--- src/rtl/fast_counter_pkg.sv ---
// constants, register map and carrier types of the fast counter
// assumes a 32-bit apb master and a 50 mhz system clock
package fast_counter_pkg;
   localparam int ADDR_W = 8;
   localparam int DATA_W = 32;
   localparam int CNT_W = 16;
   localparam int NUM_IN = 4;
   // register byte offsets
   localparam logic [7:0] CTRL_OFS = 8'h00;
   localparam logic [7:0] CMD_OFS = 8'h04;
   localparam logic [7:0] IMG_ACC_OFS = 8'h08;
   localparam logic [7:0] IMG_HIGH_OFS = 8'h0c;
   localparam logic [7:0] IMG_LOW_OFS = 8'h10;
   localparam logic [7:0] HW_ACC_OFS = 8'h14;
   localparam logic [7:0] HW_HIGH_OFS = 8'h18;
   localparam logic [7:0] HW_LOW_OFS = 8'h1c;
   localparam logic [7:0] STATUS_OFS = 8'h20;
   localparam logic [7:0] MASK_OFS = 8'h24;
   localparam logic [7:0] CAUSE_OFS = 8'h28;
   localparam logic [7:0] ERR_OFS = 8'h2c;
   // command bits
   localparam int CMD_ZERO_BIT = 0;
   localparam int CMD_LOAD_BIT = 1;
   localparam int CMD_LIMIT_BIT = 2;
   // status, mask and cause bit positions
   localparam int HIGH_BIT = 0;
   localparam int LOW_BIT = 1;
   localparam int WRAP_HIGH_BIT = 2;
   localparam int WRAP_LOW_BIT = 3;
   localparam int ERR_BIT = 4;
   localparam int EV_W = 4;
   localparam int STAT_W = 5;
   // input pin positions
   localparam int PIN_COUNT = 0;
   localparam int PIN_DIR = 1;
   localparam int PIN_RESET = 2;
   localparam int PIN_HOLD = 3;
   // values
   localparam logic signed [15:0] CNT_MAX = 16'sh7fff;
   localparam logic signed [15:0] CNT_MIN = 16'sh8000;
   localparam logic signed [15:0] CNT_ZERO = 16'sh0000;
   localparam logic signed [15:0] LOW_RESET = 16'sh8000;
   localparam logic signed [15:0] HIGH_RESET = 16'sh7fff;
   localparam logic [7:0] ERR_PRESET = 8'h37;
   localparam logic [7:0] ERR_NONE = 8'h00;

   typedef struct packed {
      logic irq_en;
      logic reset_hold;
      logic up_down;
      logic rung;
   } ctrl_s;

   typedef enum logic [1:0] {
      ST_WAIT = 2'b01,
      ST_RUN = 2'b10
   } run_state_e;
endpackage

--- src/rtl/fast_counter.sv ---
// bidirectional 16-bit preset counter with apb register file
// assumes apb3 master on clock_i, count pins synchronous to clock_i
// Function
// - pulse/direction: edge counts, direction picks sign
// - up/down: input 0 up, input 1 down
// - low preset below high, else code 37h
// - hardware low preset resets to -32768
// - signed 16-bit range, zero command clears
// - first rung copies image accumulator and high
// - later only commands change accumulator or presets
// - high hit: step, load above, preset below
// - high hit sets flag, one-hot cause, request
// - high hit keeps accumulator and high preset
// - low hit: step, load below, preset above
// - low hit sets flag, one-hot cause, request
// - wrap up sets wrap-high flag and cause
// - wrap down sets wrap-low flag and cause
// - rung false ignores count edges, reset edge still clears
// - hold freezes, reset edge forces zero
// - simultaneous up and down nets zero
`timescale 1ns/1ps
module fast_counter (
   input wire logic clock_i,
   input wire logic reset_n_i,
   input wire logic ce_i,
   input wire logic psel_i,
   input wire logic penable_i,
   input wire logic pwrite_i,
   input wire logic [7:0] paddr_i,
   input wire logic [31:0] pwdata_i,
   output logic pready_o,
   output logic [31:0] prdata_o,
   output logic pslverr_o,
   input wire logic [3:0] count_in_i,
   output logic irq_o,
   output logic irq_pulse_o
);
   localparam int CW = fast_counter_pkg::CNT_W;
   localparam int SW = fast_counter_pkg::STAT_W;
   localparam int EW = fast_counter_pkg::EV_W;

   function automatic logic [EW-1:0] pick_cause(input logic [EW-1:0] ev);
      logic [EW-1:0] r;
      r = '0;
      if (ev[fast_counter_pkg::LOW_BIT]) begin
         r[fast_counter_pkg::LOW_BIT] = 1'b1;
      end else if (ev[fast_counter_pkg::WRAP_LOW_BIT]) begin
         r[fast_counter_pkg::WRAP_LOW_BIT] = 1'b1;
      end else if (ev[fast_counter_pkg::HIGH_BIT]) begin
         r[fast_counter_pkg::HIGH_BIT] = 1'b1;
      end else if (ev[fast_counter_pkg::WRAP_HIGH_BIT]) begin
         r[fast_counter_pkg::WRAP_HIGH_BIT] = 1'b1;
      end
      return r;
   endfunction

   function automatic logic [31:0] widen(input logic [CW-1:0] v);
      return {{(32-CW){1'b0}}, v};
   endfunction

   fast_counter_pkg::ctrl_s ctrl_reg;
   fast_counter_pkg::run_state_e state_reg, state_next;
   logic signed [CW-1:0] img_acc_reg, img_high_reg, img_low_reg;
   logic signed [CW-1:0] acc_reg, acc_next, high_reg, high_next;
   logic signed [CW-1:0] low_reg, low_next;
   logic [SW-1:0] status_reg, status_next, mask_reg;
   logic [EW-1:0] cause_reg, cause_next;
   logic [7:0] err_reg;
   logic [31:0] prdata_reg;
   logic irq_pulse_reg;

   // apb decode
   wire setup_rd = psel_i & ~penable_i & ~pwrite_i & ce_i;
   wire access = psel_i & penable_i & ce_i;
   wire wr_en = access & pwrite_i;
   wire a_ctrl = paddr_i == fast_counter_pkg::CTRL_OFS;
   wire a_cmd = paddr_i == fast_counter_pkg::CMD_OFS;
   wire a_iacc = paddr_i == fast_counter_pkg::IMG_ACC_OFS;
   wire a_ihigh = paddr_i == fast_counter_pkg::IMG_HIGH_OFS;
   wire a_ilow = paddr_i == fast_counter_pkg::IMG_LOW_OFS;
   wire a_hacc = paddr_i == fast_counter_pkg::HW_ACC_OFS;
   wire a_hhigh = paddr_i == fast_counter_pkg::HW_HIGH_OFS;
   wire a_hlow = paddr_i == fast_counter_pkg::HW_LOW_OFS;
   wire a_stat = paddr_i == fast_counter_pkg::STATUS_OFS;
   wire a_mask = paddr_i == fast_counter_pkg::MASK_OFS;
   wire a_cause = paddr_i == fast_counter_pkg::CAUSE_OFS;
   wire a_err = paddr_i == fast_counter_pkg::ERR_OFS;
   wire a_hit = a_ctrl | a_cmd | a_iacc | a_ihigh | a_ilow | a_hacc |
      a_hhigh | a_hlow | a_stat | a_mask | a_cause | a_err;
   wire [31:0] rd_word =
      a_ctrl ? {28'h0000000, ctrl_reg} :
      a_iacc ? widen(img_acc_reg) :
      a_ihigh ? widen(img_high_reg) :
      a_ilow ? widen(img_low_reg) :
      a_hacc ? widen(acc_reg) :
      a_hhigh ? widen(high_reg) :
      a_hlow ? widen(low_reg) :
      a_stat ? {27'h0000000, status_reg} :
      a_mask ? {27'h0000000, mask_reg} :
      a_cause ? {28'h0000000, cause_reg} :
      a_err ? {24'h000000, err_reg} : 32'h00000000;
   wire [SW-1:0] stat_clr = (wr_en & a_stat) ? pwdata_i[SW-1:0] : '0;

   // commands pulse on an accepted write
   wire zero_cmd = wr_en & a_cmd & pwdata_i[fast_counter_pkg::CMD_ZERO_BIT];
   wire load_cmd = wr_en & a_cmd & pwdata_i[fast_counter_pkg::CMD_LOAD_BIT];
   wire limit_cmd = wr_en & a_cmd &
      pwdata_i[fast_counter_pkg::CMD_LIMIT_BIT];

   // input pins
   logic [3:0] rise;
   input_edges #(
      .W(fast_counter_pkg::NUM_IN)
   ) u_edges (
      .clock_i(clock_i),
      .reset_n_i(reset_n_i),
      .ce_i(ce_i),
      .level_i(count_in_i),
      .rise_o(rise)
   );

   wire running = state_reg == fast_counter_pkg::ST_RUN;
   wire first_copy = (state_reg == fast_counter_pkg::ST_WAIT) &
      ctrl_reg.rung & ce_i;
   wire ext_reset = ctrl_reg.reset_hold &
      rise[fast_counter_pkg::PIN_RESET];
   wire hold_pin = ctrl_reg.reset_hold &
      count_in_i[fast_counter_pkg::PIN_HOLD];
   wire acc_load = ext_reset | zero_cmd | load_cmd | first_copy;
   wire signed [CW-1:0] load_val = (ext_reset | zero_cmd) ?
      fast_counter_pkg::CNT_ZERO : img_acc_reg;
   wire count_ok = running & ctrl_reg.rung & ~hold_pin &
      ~acc_load;
   wire dir_pin = count_in_i[fast_counter_pkg::PIN_DIR];
   wire up_ev = count_ok & (ctrl_reg.up_down ?
      rise[fast_counter_pkg::PIN_COUNT] :
      rise[fast_counter_pkg::PIN_COUNT] & ~dir_pin);
   wire dn_ev = count_ok & (ctrl_reg.up_down ?
      rise[fast_counter_pkg::PIN_DIR] :
      rise[fast_counter_pkg::PIN_COUNT] & dir_pin);

   // increment first, then decrement
   wire signed [CW-1:0] mid_val = up_ev ? acc_reg + 16'sh0001 : acc_reg;
   wire signed [CW-1:0] fin_val = dn_ev ? mid_val - 16'sh0001 : mid_val;
   wire wrap_up = up_ev & (acc_reg == fast_counter_pkg::CNT_MAX);
   wire wrap_dn = dn_ev & (mid_val == fast_counter_pkg::CNT_MIN);

   // preset loads, checked against each other
   wire lim_ok = limit_cmd & (img_low_reg < img_high_reg);
   wire copy_ok = first_copy & (low_reg < img_high_reg);
   wire err_ev = (limit_cmd & ~lim_ok) | (first_copy & ~copy_ok);
   wire high_load = lim_ok | copy_ok;
   assign high_next = high_load ? img_high_reg : high_reg;
   assign low_next = lim_ok ? img_low_reg : low_reg;
   assign acc_next = acc_load ? load_val : fin_val;

   wire hit_high = (up_ev & (mid_val == high_next)) |
      (acc_load & (acc_next >= high_next)) |
      (high_load & (high_next <= acc_next));
   wire hit_low = (dn_ev & (fin_val == low_next)) |
      (acc_load & (acc_next <= low_next)) |
      (lim_ok & (low_next >= acc_next));
   wire [EW-1:0] ev;
   assign ev[fast_counter_pkg::HIGH_BIT] = hit_high;
   assign ev[fast_counter_pkg::LOW_BIT] = hit_low;
   assign ev[fast_counter_pkg::WRAP_HIGH_BIT] = wrap_up;
   assign ev[fast_counter_pkg::WRAP_LOW_BIT] = wrap_dn;
   wire any_ev = |ev;

   // set beats a same-cycle write-one clear
   assign status_next = (status_reg & ~stat_clr) | {err_ev, ev};
   assign cause_next = any_ev ? pick_cause(ev) : cause_reg;
   assign state_next = first_copy ? fast_counter_pkg::ST_RUN : state_reg;

   always_ff @(posedge clock_i) begin
      if (!reset_n_i) begin
         state_reg <= fast_counter_pkg::ST_WAIT;
         acc_reg <= fast_counter_pkg::CNT_ZERO;
         high_reg <= fast_counter_pkg::HIGH_RESET;
         low_reg <= fast_counter_pkg::LOW_RESET;
      end else if (ce_i) begin
         state_reg <= state_next;
         acc_reg <= acc_next;
         high_reg <= high_next;
         low_reg <= low_next;
      end
   end

   always_ff @(posedge clock_i) begin
      if (!reset_n_i) begin
         status_reg <= '0;
         cause_reg <= '0;
         err_reg <= fast_counter_pkg::ERR_NONE;
         irq_pulse_reg <= 1'b0;
      end else if (ce_i) begin
         status_reg <= status_next;
         cause_reg <= cause_next;
         irq_pulse_reg <= any_ev & ctrl_reg.irq_en;
         if (err_ev) begin
            err_reg <= fast_counter_pkg::ERR_PRESET;
         end else if (stat_clr[fast_counter_pkg::ERR_BIT]) begin
            err_reg <= fast_counter_pkg::ERR_NONE;
         end
      end
   end

   always_ff @(posedge clock_i) begin
      if (!reset_n_i) begin
         ctrl_reg <= '0;
         mask_reg <= '0;
         img_acc_reg <= fast_counter_pkg::CNT_ZERO;
         img_high_reg <= fast_counter_pkg::HIGH_RESET;
         img_low_reg <= fast_counter_pkg::LOW_RESET;
      end else if (wr_en) begin
         if (a_ctrl) ctrl_reg <= pwdata_i[3:0];
         if (a_mask) mask_reg <= pwdata_i[SW-1:0];
         if (a_iacc) img_acc_reg <= pwdata_i[CW-1:0];
         if (a_ihigh) img_high_reg <= pwdata_i[CW-1:0];
         if (a_ilow) img_low_reg <= pwdata_i[CW-1:0];
      end
   end

   always_ff @(posedge clock_i) begin
      if (!reset_n_i) begin
         prdata_reg <= 32'h00000000;
      end else if (setup_rd) begin
         prdata_reg <= rd_word;
      end
   end

   assign pready_o = ce_i;
   assign pslverr_o = psel_i & penable_i & ~a_hit;
   assign prdata_o = prdata_reg;
   assign irq_o = |(status_reg & mask_reg);
   assign irq_pulse_o = irq_pulse_reg;

   wire [1:0] both_rise = rise[1:0];

   // checker helper: low preset loaded since reset
   logic low_loaded_reg;

   always_ff @(posedge clock_i) begin
      if (!reset_n_i) begin
         low_loaded_reg <= 1'b0;
      end else if (lim_ok) begin
         low_loaded_reg <= 1'b1;
      end
   end
endmodule // fast_counter

--- src/rtl/input_edges.sv ---
// off-to-on edge detector for the counter input pins
// assumes inputs already synchronous to clock_i
`timescale 1ns/1ps
module input_edges #(
   parameter int W = 4
) (
   input wire logic clock_i,
   input wire logic reset_n_i,
   input wire logic ce_i,
   input wire logic [W-1:0] level_i,
   output logic [W-1:0] rise_o
);
   logic [W-1:0] prev_reg;

   // preset high so a pin already on at reset makes no edge
   always_ff @(posedge clock_i) begin
      if (!reset_n_i) begin
         prev_reg <= '1;
      end else if (ce_i) begin
         prev_reg <= level_i;
      end
   end

   assign rise_o = level_i & ~prev_reg & {W{ce_i}};
endmodule // input_edges

--- config.mk ---
export PLATFORM = sky130hd
export DESIGN_NAME = fast_counter
export DESIGN_NICKNAME = d
export VERILOG_FILES = /design/src/rtl/fast_counter_pkg.sv /design/src/rtl/fast_counter.sv /design/src/rtl/input_edges.sv
export SDC_FILE = /design/constraint.sdc
export NUM_CORES = 1
export LEC_CHECK = 0
export BUFFER_PORTS_ARGS = -buffer_cell sky130_fd_sc_hd__buf_2
export CAP_MARGIN = 20
export CORE_UTILIZATION = 45
export CTS_CLUSTER_DIAMETER = 30
export CTS_CLUSTER_SIZE = 40
export DETAILED_ROUTE_END_ITERATION = 12
export GPL_ROUTABILITY_DRIVEN = 1
export PLACE_DENSITY = 0.64
export SYNTH_ARGS = -nofsm -noshare
export SYNTH_HDL_FRONTEND = slang
export SYNTH_HIERARCHICAL = 1
export SYNTH_SLANG_ARGS = --single-unit
export TNS_END_PERCENT = 100
--- constraint.sdc ---
create_clock -name clock_i -period 9.4 [get_ports clock_i]
set_input_delay 1.88 -clock clock_i [delete_from_list [all_inputs] [get_ports clock_i]]
set_output_delay 1.88 -clock clock_i [all_outputs]
set_load 0.02 [all_outputs]
Yosys cells after proc, flatten, opt, wreduce, memory -nomap -nowiden. Cells that the tools add are included.

Flip-flop bits (word level): 160. Output and inout port bits: 36. Bits of input ports: 50.

Bitwise gates (word level): 71. Reduce and logical (&&, ||, !) cells: 12. Add/sub/neg operators: 2. Eq/ne operators: 17. $lt $le $gt $ge: 6. Multiplexer cells: 31.

Operators by type and width (count): $mux 16 (13); $mux 8 (6); $and 1x1->1 (36); $eq 16x16->1 (2); $eq 16x16->1 const B (2); $eq 8x5->1 const B (4); $eq 8x6->1 const B (4); $ge 16x16->1 (2); $le 16x16->1 (2); $lt 16x16->1 (2); $or 1x1->1 (20); $add 16x2->16 const B (1); $eq 8x4->1 const B (2); $reduce_and 2->1 (8); $sub 16x2->16 const B (1); $and 5x5->5 (2); $mux 1 (10); $eq 8x3->1 const B (1); $logic_not 8->1 (1); $not 1->1 (8); $and 3x3->3 (2); $mux 5 (1); $not 5->5 (1); $or 5x5->5 (1); 7 further kinds (7).

Depth between registers and ports, before layout. Gate-level depths: netlist (run 1).

Depth after elaboration: 22. Gate-level depth with buffers: 28. Gate-level depth less buffers: 26.

By module. The synthesis (run 1) kept the hierarchy.

Modules (own cells, without submodules): fast_counter (sequential area each 2682.6 um^2, cells an instance 1240, instances 1, area an instance 9645.5 um^2); input_edges (sequential area each 80.1 um^2, cells an instance 18, instances 1, area an instance 181.4 um^2).

Least setup slack after synthesis (run 1). Ideal clock, no wire load.

Kind: in2reg. Start point: input port paddr_i[5]. End point: register irq_pulse_reg (netlist: irq_pulse_o). Stages on the path: 25. Setup slack: 2.319 ns. Library setup time: 0.059 ns. Arrival time: 7.022 ns. Path buffers: 2. Cell sequence: or4_1 buf_4 nor4_4 or3_1 clkbuf_1 xor2_1 ha_1 o211ai_1 nor4b_4 mux2i_1 xor2_1 nand2_1 a21o_1 ha_1 nor2b_1 o21ai_0 o211ai_1 a21oi_1 maj3_2 maj3_2 o221ai_2 a21oi_1 o21a_2 a31oi_1 o211a_1.

Longest elaborated chain between the ends: 19. Elaborated cells between the ends (all ways): 42. Classes of those cells: add/sub: 1; order compare: 4; eq/ne: 4; mux: 6; bitwise: 26; reduce/logical: 1.

Ends and longest elaborated chain: from (decl) (RTL line fast_counter.sv:29) `input wire logic [7:0] paddr_i,`; $eq 8x3->1 (*) (RTL line fast_counter.sv:77) `wire a_cmd = paddr_i == fast_counter_pkg::CMD_OFS;`; $and 1x1->1 (*) (RTL line fast_counter.sv:105, fast_counter.sv:106, fast_counter.sv:107); $and 1x1->1 (RTL line fast_counter.sv:105) `wire zero_cmd = wr_en & a_cmd & pwdata_i[fast_counter_pkg::CMD_ZERO_BIT];`; $or 1x1->1 (RTL line fast_counter.sv:129, fast_counter.sv:130); $or 1x1->1 (2 in a row) (RTL line fast_counter.sv:129) `wire acc_load = ext_reset | zero_cmd | load_cmd | first_copy;`; $not 1->1 (RTL line fast_counter.sv:133) `~acc_load;`; $and 1x1->1 (RTL line fast_counter.sv:132) `wire count_ok = running & ctrl_reg.rung & ~hold_pin &`; $and 1x1->1 (RTL line fast_counter.sv:135) `wire up_ev = count_ok & (ctrl_reg.up_down ?`; [2 not listed]; $mux 16 (RTL line fast_counter.sv:144) `wire signed [CW-1:0] fin_val = dn_ev ? mid_val - 16'sh0001 : mid_val;`; $mux 16 (RTL line fast_counter.sv:155) `assign acc_next = acc_load ? load_val : fin_val;`; $ge 16x16->1 or $le 16x16->1 (tied branches) (RTL line fast_counter.sv:158, fast_counter.sv:161); $and 1x1->1 (on tied branches) (RTL line fast_counter.sv:158, fast_counter.sv:161); $or 1x1->1 (on tied branches) (RTL line fast_counter.sv:157, fast_counter.sv:160); $or 1x1->1 (on tied branches) (RTL line fast_counter.sv:158, fast_counter.sv:161); $reduce_or 4->1 (*) (RTL line fast_counter.sv:168) `wire any_ev = |ev;`; $and 1x1->1 (*) (RTL line fast_counter.sv:198) `irq_pulse_reg <= any_ev & ctrl_reg.irq_en;`; to (signal assigned) (RTL line fast_counter.sv:198); to (decl) (RTL line fast_counter.sv:70) `logic irq_pulse_reg;`.

Mark *: on every way between the ends. The rest lies on a longest branch, timed or not. A chain may end at the register's enable or synchronous reset.

Worst setup path in the final report (run 1).
Start point: input port paddr_i[5]. End point: register cause_reg[3].

Longest elaborated chain between the ends: 19. Elaborated cells between the ends (all ways): 44. Classes of those cells: add/sub: 1; order compare: 4; eq/ne: 4; mux: 8; bitwise: 25; reduce/logical: 2.

Ends and longest elaborated chain: $eq 8x3->1 (*) (RTL line fast_counter.sv:77); $and 1x1->1 (*) (RTL line fast_counter.sv:105, fast_counter.sv:106, fast_counter.sv:107); $and 1x1->1 (RTL line fast_counter.sv:105); $or 1x1->1 (RTL line fast_counter.sv:129, fast_counter.sv:130); $or 1x1->1 (2 in a row) (RTL line fast_counter.sv:129); $not 1->1 (RTL line fast_counter.sv:133); $and 1x1->1 (RTL line fast_counter.sv:132); $and 1x1->1 (RTL line fast_counter.sv:135); [2 not listed]; $mux 16 (RTL line fast_counter.sv:144); $mux 16 (RTL line fast_counter.sv:155); $ge 16x16->1 or $le 16x16->1 (tied branches) (RTL line fast_counter.sv:158, fast_counter.sv:161); $and 1x1->1 (on tied branches) (RTL line fast_counter.sv:158, fast_counter.sv:161); $or 1x1->1 (on tied branches) (RTL line fast_counter.sv:157, fast_counter.sv:160); $or 1x1->1 (on tied branches) (RTL line fast_counter.sv:158, fast_counter.sv:161); $reduce_or 4->1 (RTL line fast_counter.sv:168); $reduce_and 2->1 (no source line); to (signal assigned) (RTL line fast_counter.sv:197) `cause_reg <= cause_next;`; to (decl) (RTL line fast_counter.sv:67) `logic [EW-1:0] cause_reg, cause_next;`.

Marked as above.

==> results of run 1 <==
-- through the flow --
step / util / cells / hold WS, ps / power (W)
after detailed placement: 0.480 / 1524 / 448 / 0.000663
final: 0.506 / 1556 / 461 / 0.00131
after global placement: 0.480 / 1524 / 444 / 0.000663
after global routing: 0.506 / 1556 / 479 / 0.00134
after floorplan: - / 1268 / 431 / 0.000644
after CTS: 0.506 / 1556 / 464 / 0.00131
-- power groups by stage --
stage | logic, W | registers (W) | clock network, W
CTS | 0.0000640 | 0.000586 | 0.000658
floorplan | 0.0000428 | 0.000601 | 0
global placement | 0.0000635 | 0.000599 | 0
global route | 0.0000699 | 0.000586 | 0.000688
finish | 0.0000649 | 0.000586 | 0.000656
detailed placement | 0.0000639 | 0.000599 | 0
-- final cells by class --
cell class	count	area, sq um	share of cell area
tap	275	344	0.0321
inverter	43	161	0.0151
timing repair buffer	69	385	0.0360
multi-input combinational	1000	6520	0.609
clock inverter	12	119	0.0111
sequential	137	2740	0.256
clock buffer	20	437	0.0408
-- how the worst max path moves through the flow --
stage | startpoint | endpoint | slack (ps)
after detailed placement | paddr_i[5] | cause_reg[3] | 1330
final | paddr_i[5] | cause_reg[3] | 1720
after global placement | paddr_i[5] | cause_reg[3] | 1430
after global routing | paddr_i[5] | cause_reg[3] | 1140
after floorplan | paddr_i[5] | irq_pulse_o | 2320
after CTS | paddr_i[5] | cause_reg[3] | 1770
-- worst min-delay path: stages, from the launching register on --
cell and delay [ps]:
dfxtp_1 320, mux2i_1 60, nand2_1 60
-- layer usage --
layer,GRT usage,routed length (um)
met2,0.496,15300
met3,0.0436,2090
met4,0.126,1140
met1,0.388,14000
met5,0,0
==> impl_metrics.yaml, run 1 <==
outcome:
  outcome: "completed"
routing:
  drt-total-wl_mm: 32.5
  dr_total_vias: 9365
  ant_nets: 0
  drtIter0Drc: 773
  drt_pass1_iterations: 6
  wire_per_inst_um: 20.9
  drc: 0
  vias_per_cell: 6.02
clock_network:
  clk_pin_slew_worst_paths_ps: 60
  cts.path.max_buffers: 2
  numCtsBuffers: 17
  holdBufCountCts: 0
  cts_tree: "built"
  cts_resized: 0
  clk_latency_ps: 440
  root_buffer: "clkbuf_16"
  cts_max_level: 4
  clock-sinks: 137
  post_cts_buffers: 0
sta:
  slew_violations: 0
  fin_setup_tns_ps: 0
  skew_ps: 19.5
  relSlewSlack: 0.258
  final-setup-viol-count: 0
  min_period_ps: 7680
  rsz0062_at_grt: "false"
  worst_pin_slew_ps: 1100
  post-route-period-util: 0.817
  hold_viol: 0
  max_freq_mhz: 130
  setup_ws_ps: 1720
setup_path:
  ff2ff_path_depth: 24
  r2r_setup_slack_ps: 3260
  cp_top_family: "simple AND/OR/NAND/NOR gates"
  crit_path_max_fanout: 14
  crit_cells: 26
  required_ps: 9680
  crit_path_end_kind: "register"
  worstSetupPathType: "input pin to register"
  cpPeakStageDelay_ps: 720
  crit_path_start_kind: "input pin"
  cp_data_arrival_time_ps: 7960
  crit_path_top_delay_cell: "or4_1"
  worst-path-buf-inv: 2
  r2r-start: "ctrl_reg[0]"
  rr_endpoint: "cause_reg[3]"
global_route:
  grt_pass1_vias: 8782
  grt.overflow.total: 0
  antenna_found_initial: 0
  grt_max_degree: 87
  grt_pass1_wl_mm: 50.4
  track_usage: 0.300
min_path:
  whs_endpoint: "u_edges/prev_reg[2]"
  worstHoldStart: "u_edges/prev_reg[2]"
  min_path_type: "register to register"
  whs_path_depth: 2
floorplanning:
  io_pins: 86
  fp.dieH_um: 149
  die-width_um: 149
  row_count: 53
  core_sq_um: 21200
  die-area_sq_um: 22300
  start_util: 0.463
run:
  maxCapViolations: 0
power_and_ir_drop:
  p_sw_w: 0.000339
  p_leak_nw: 4.26
  power_switching_share: 0.259
  power.internal_w: 0.000968
  pwr_density_cell_nw_per_um2: 122
  irDropWorstVdd_mv: 0.108
  pwr-share-comb: 0.050
  power_frac_seq: 0.449
  clkPwrFrac: 0.502
placed_design:
  dpl-instance-area_sq_um: 10100
  place.gp.congestion: 0.956
  dp_hpwl_mm: 24.4
  portBuffers: 53
  pre_cts_slack_ps: 1330
final_layout:
  drive_above_1_share: 0.127
  nets: 1370
  nFillCells: 2103
  synthToLayoutAreaGrowth_pct: 9.36
  final_cell_area_sq_um: 10700
  num_antenna_cells: 0
  final_common_cell: "nand2_1"
  final_cell_mix: "nand2_1 (187), dfxtp_1 (137), nor2_1 (121), a21oi_1 (88), mux2i_1 (57)"
logic_synthesis:
  syn_inst: 1253
  synth.avg_cell_area_sq_um: 7.81
  syn_area_sq_um: 9790
  yosys_warnings: 6
No activity file was read; power rests on OpenSTA's default activity.
==> run 2: changes to the inputs <==
- ABC_AREA: unset -> 1
- PLACE_DENSITY: 0.64 -> 0.67
- clock period: 9.4 -> 6.7 ns (I/O delays scaled with it)
==> run 2 against run 1 <==
Compared with the run above:
- sequential cell count stayed put
- register-to-register slack worse by 1800 ps
- first-iteration DRC count is 5.4% lower
- sequential power is 43% higher
- hold slack hardly changed
- area after synthesis is 4.2% lower
- clock-buffer cell count is 1 lower
- global-route usage is 0.45 points lower
- utilization is 0.74 points higher
- largest cell class unchanged
- largest power group unchanged
- highest routed layer unchanged
==> impl_metrics.yaml, run 2 <==
min_path:
  whs_path_depth: 2
  min_path_type: "register to register"
  whs_endpoint: "prdata_o[10]"
  worstHoldStart: "prdata_o[10]"
sta:
  final-setup-viol-count: 0
  post-route-period-util: 0.879
  relSlewSlack: 0.391
  max_freq_mhz: 170
  min_period_ps: 5890
  rsz0062_at_grt: "false"
  hold_viol: 0
  fin_setup_tns_ps: 0
  slew_violations: 0
  worst_pin_slew_ps: 906
  skew_ps: 10.6
setup_path:
  path_common_cell: "nand2_1"
  crit_path_start_kind: "input pin"
  crit_path_max_fanout: 39
  cpPeakStageDelay_ps: 400
  crit_path_end_kind: "register"
  r2r-start: "img_high_reg[15]"
  required_ps: 7000
  rr_endpoint: "cause_reg[2]"
  crit_path_top_delay_cell: "buf_4"
  worstSetupPathType: "input pin to register"
  ff2ff_path_depth: 32
  r2r_setup_slack_ps: 1440
  cp_data_arrival_time_ps: 6190
final_layout:
  nets: 1557
  final_cell_mix: "nand2_1 (315), inv_1 (190), dfxtp_1 (137), a21oi_1 (117), o21ai_0 (113)"
  nFillCells: 2118
  num_antenna_cells: 0
  synthToLayoutAreaGrowth_pct: 11.5
  final_common_cell: "nand2_1"
  finalNonFillerCells: 1738
  post-route-util: 0.513
  drive_above_1_share: 0.126
logic_synthesis:
  syn_inst: 1411
  synth.avg_cell_area_sq_um: 6.65
  syn_area_sq_um: 9380
  yosys_warnings: 6
clock_network:
  cts_tree: "built"
  clk_latency_ps: 430
  holdBufCountCts: 0
  root_buffer: "clkbuf_16"
  cts_resized: 0
  post_cts_buffers: 0
  numCtsBuffers: 17
  clock-sinks: 137
  clk_pin_slew_worst_paths_ps: 60
  cts.path.max_buffers: 2
  cts_max_level: 4
floorplanning:
  start_util: 0.461
  fp.dieH_um: 146
  row_count: 52
  io_pins: 86
  die-width_um: 146
  die-area_sq_um: 21400
  core_sq_um: 20400
routing:
  vias_per_cell: 5.54
  drtIter0Drc: 731
  ant_nets: 0
  drc: 0
  drt_pass1_iterations: 5
  drt-total-wl_mm: 30.9
  wire_per_inst_um: 17.8
  dr_total_vias: 9628
placed_design:
  place.gp.congestion: 0.945
  dp.cells: 1706
  dp_hpwl_mm: 24.5
  portBuffers: 53
power_and_ir_drop:
  irDropWorstVdd_mv: 0.172
  pwr_density_cell_nw_per_um2: 187
  p_total_w: 0.00195
  p_leak_nw: 5.18
global_route:
  grt_pass1_vias: 9005
  grt_max_degree: 84
  track_usage: 0.295
  grt.overflow.total: 0
  grt_pass1_wl_mm: 48.8
  antenna_found_initial: 0
outcome:
  outcome: "completed"
run:
  maxCapViolations: 0
[run 2: stage by stage]
step / cell area (sq um) / hold slack, ps / setup WS (ps)
2_1_floorplan: 9440 / 429 / 1430
3_3_place_gp: 9880 / 442 / 426
3_5_place_dp: 9880 / 445 / 412
4_1_cts: 10500 / 461 / 829
5_1_grt: 10500 / 480 / 302
6_report: 10500 / 461 / 809
[run 2: layer usage]
| metal | vias up | track usage | part of all wire |
|---|---|---|---|
| li1 | 4746 | - | - |
| met1 | 4439 | 0.380 | 0.43 |
| met2 | 361 | 0.473 | 0.45 |
| met3 | 82 | 0.0434 | 0.063 |
| met4 | 0 | 0.166 | 0.054 |
| met5 | - | 0 | 0 |
[run 2: how the worst max path moves through the flow]
stage	from	endpoint	cells after the start
after floorplan	paddr_i[7]	cause_reg[0]	38
after global placement	ce_i	cause_reg[1]	36
after detailed placement	ce_i	cause_reg[0]	36
after CTS	ce_i	cause_reg[2]	36
after global routing	paddr_i[1]	cause_reg[2]	39
final	ce_i	cause_reg[2]	36
[run 2: area by class of cell]
type                       count  area, sq um  area share
clock buffer                  19          433      0.0414
clock inverter                13          145      0.0139
inverter                     206          773      0.0740
multi-input combinational   1016         5580       0.534
sequential                   137         2740       0.262
tap                          270          338      0.0323
timing repair buffer          77          445      0.0426
[run 2: critical path, delay by kind of cell]
| kind | cells | cell delay, ps |
|---|---|---|
| AND/OR/NAND/NOR | 22 | 2320 |
| buffers and inverters | 7 | 1310 |
| AO/OA/AOI/OAI | 5 | 670 |
| adder cells (fa/ha/maj) | 1 | 300 |
| XOR/XNOR | 1 | 260 |
[run 2: where the power goes]
part           internal, W  switching (W)  leakage [nW]  total, W
clock network     0.000552       0.000381         0.275  0.000933
registers         0.000822      0.0000146          1.11  0.000837
logic            0.0000538       0.000127          3.80  0.000181
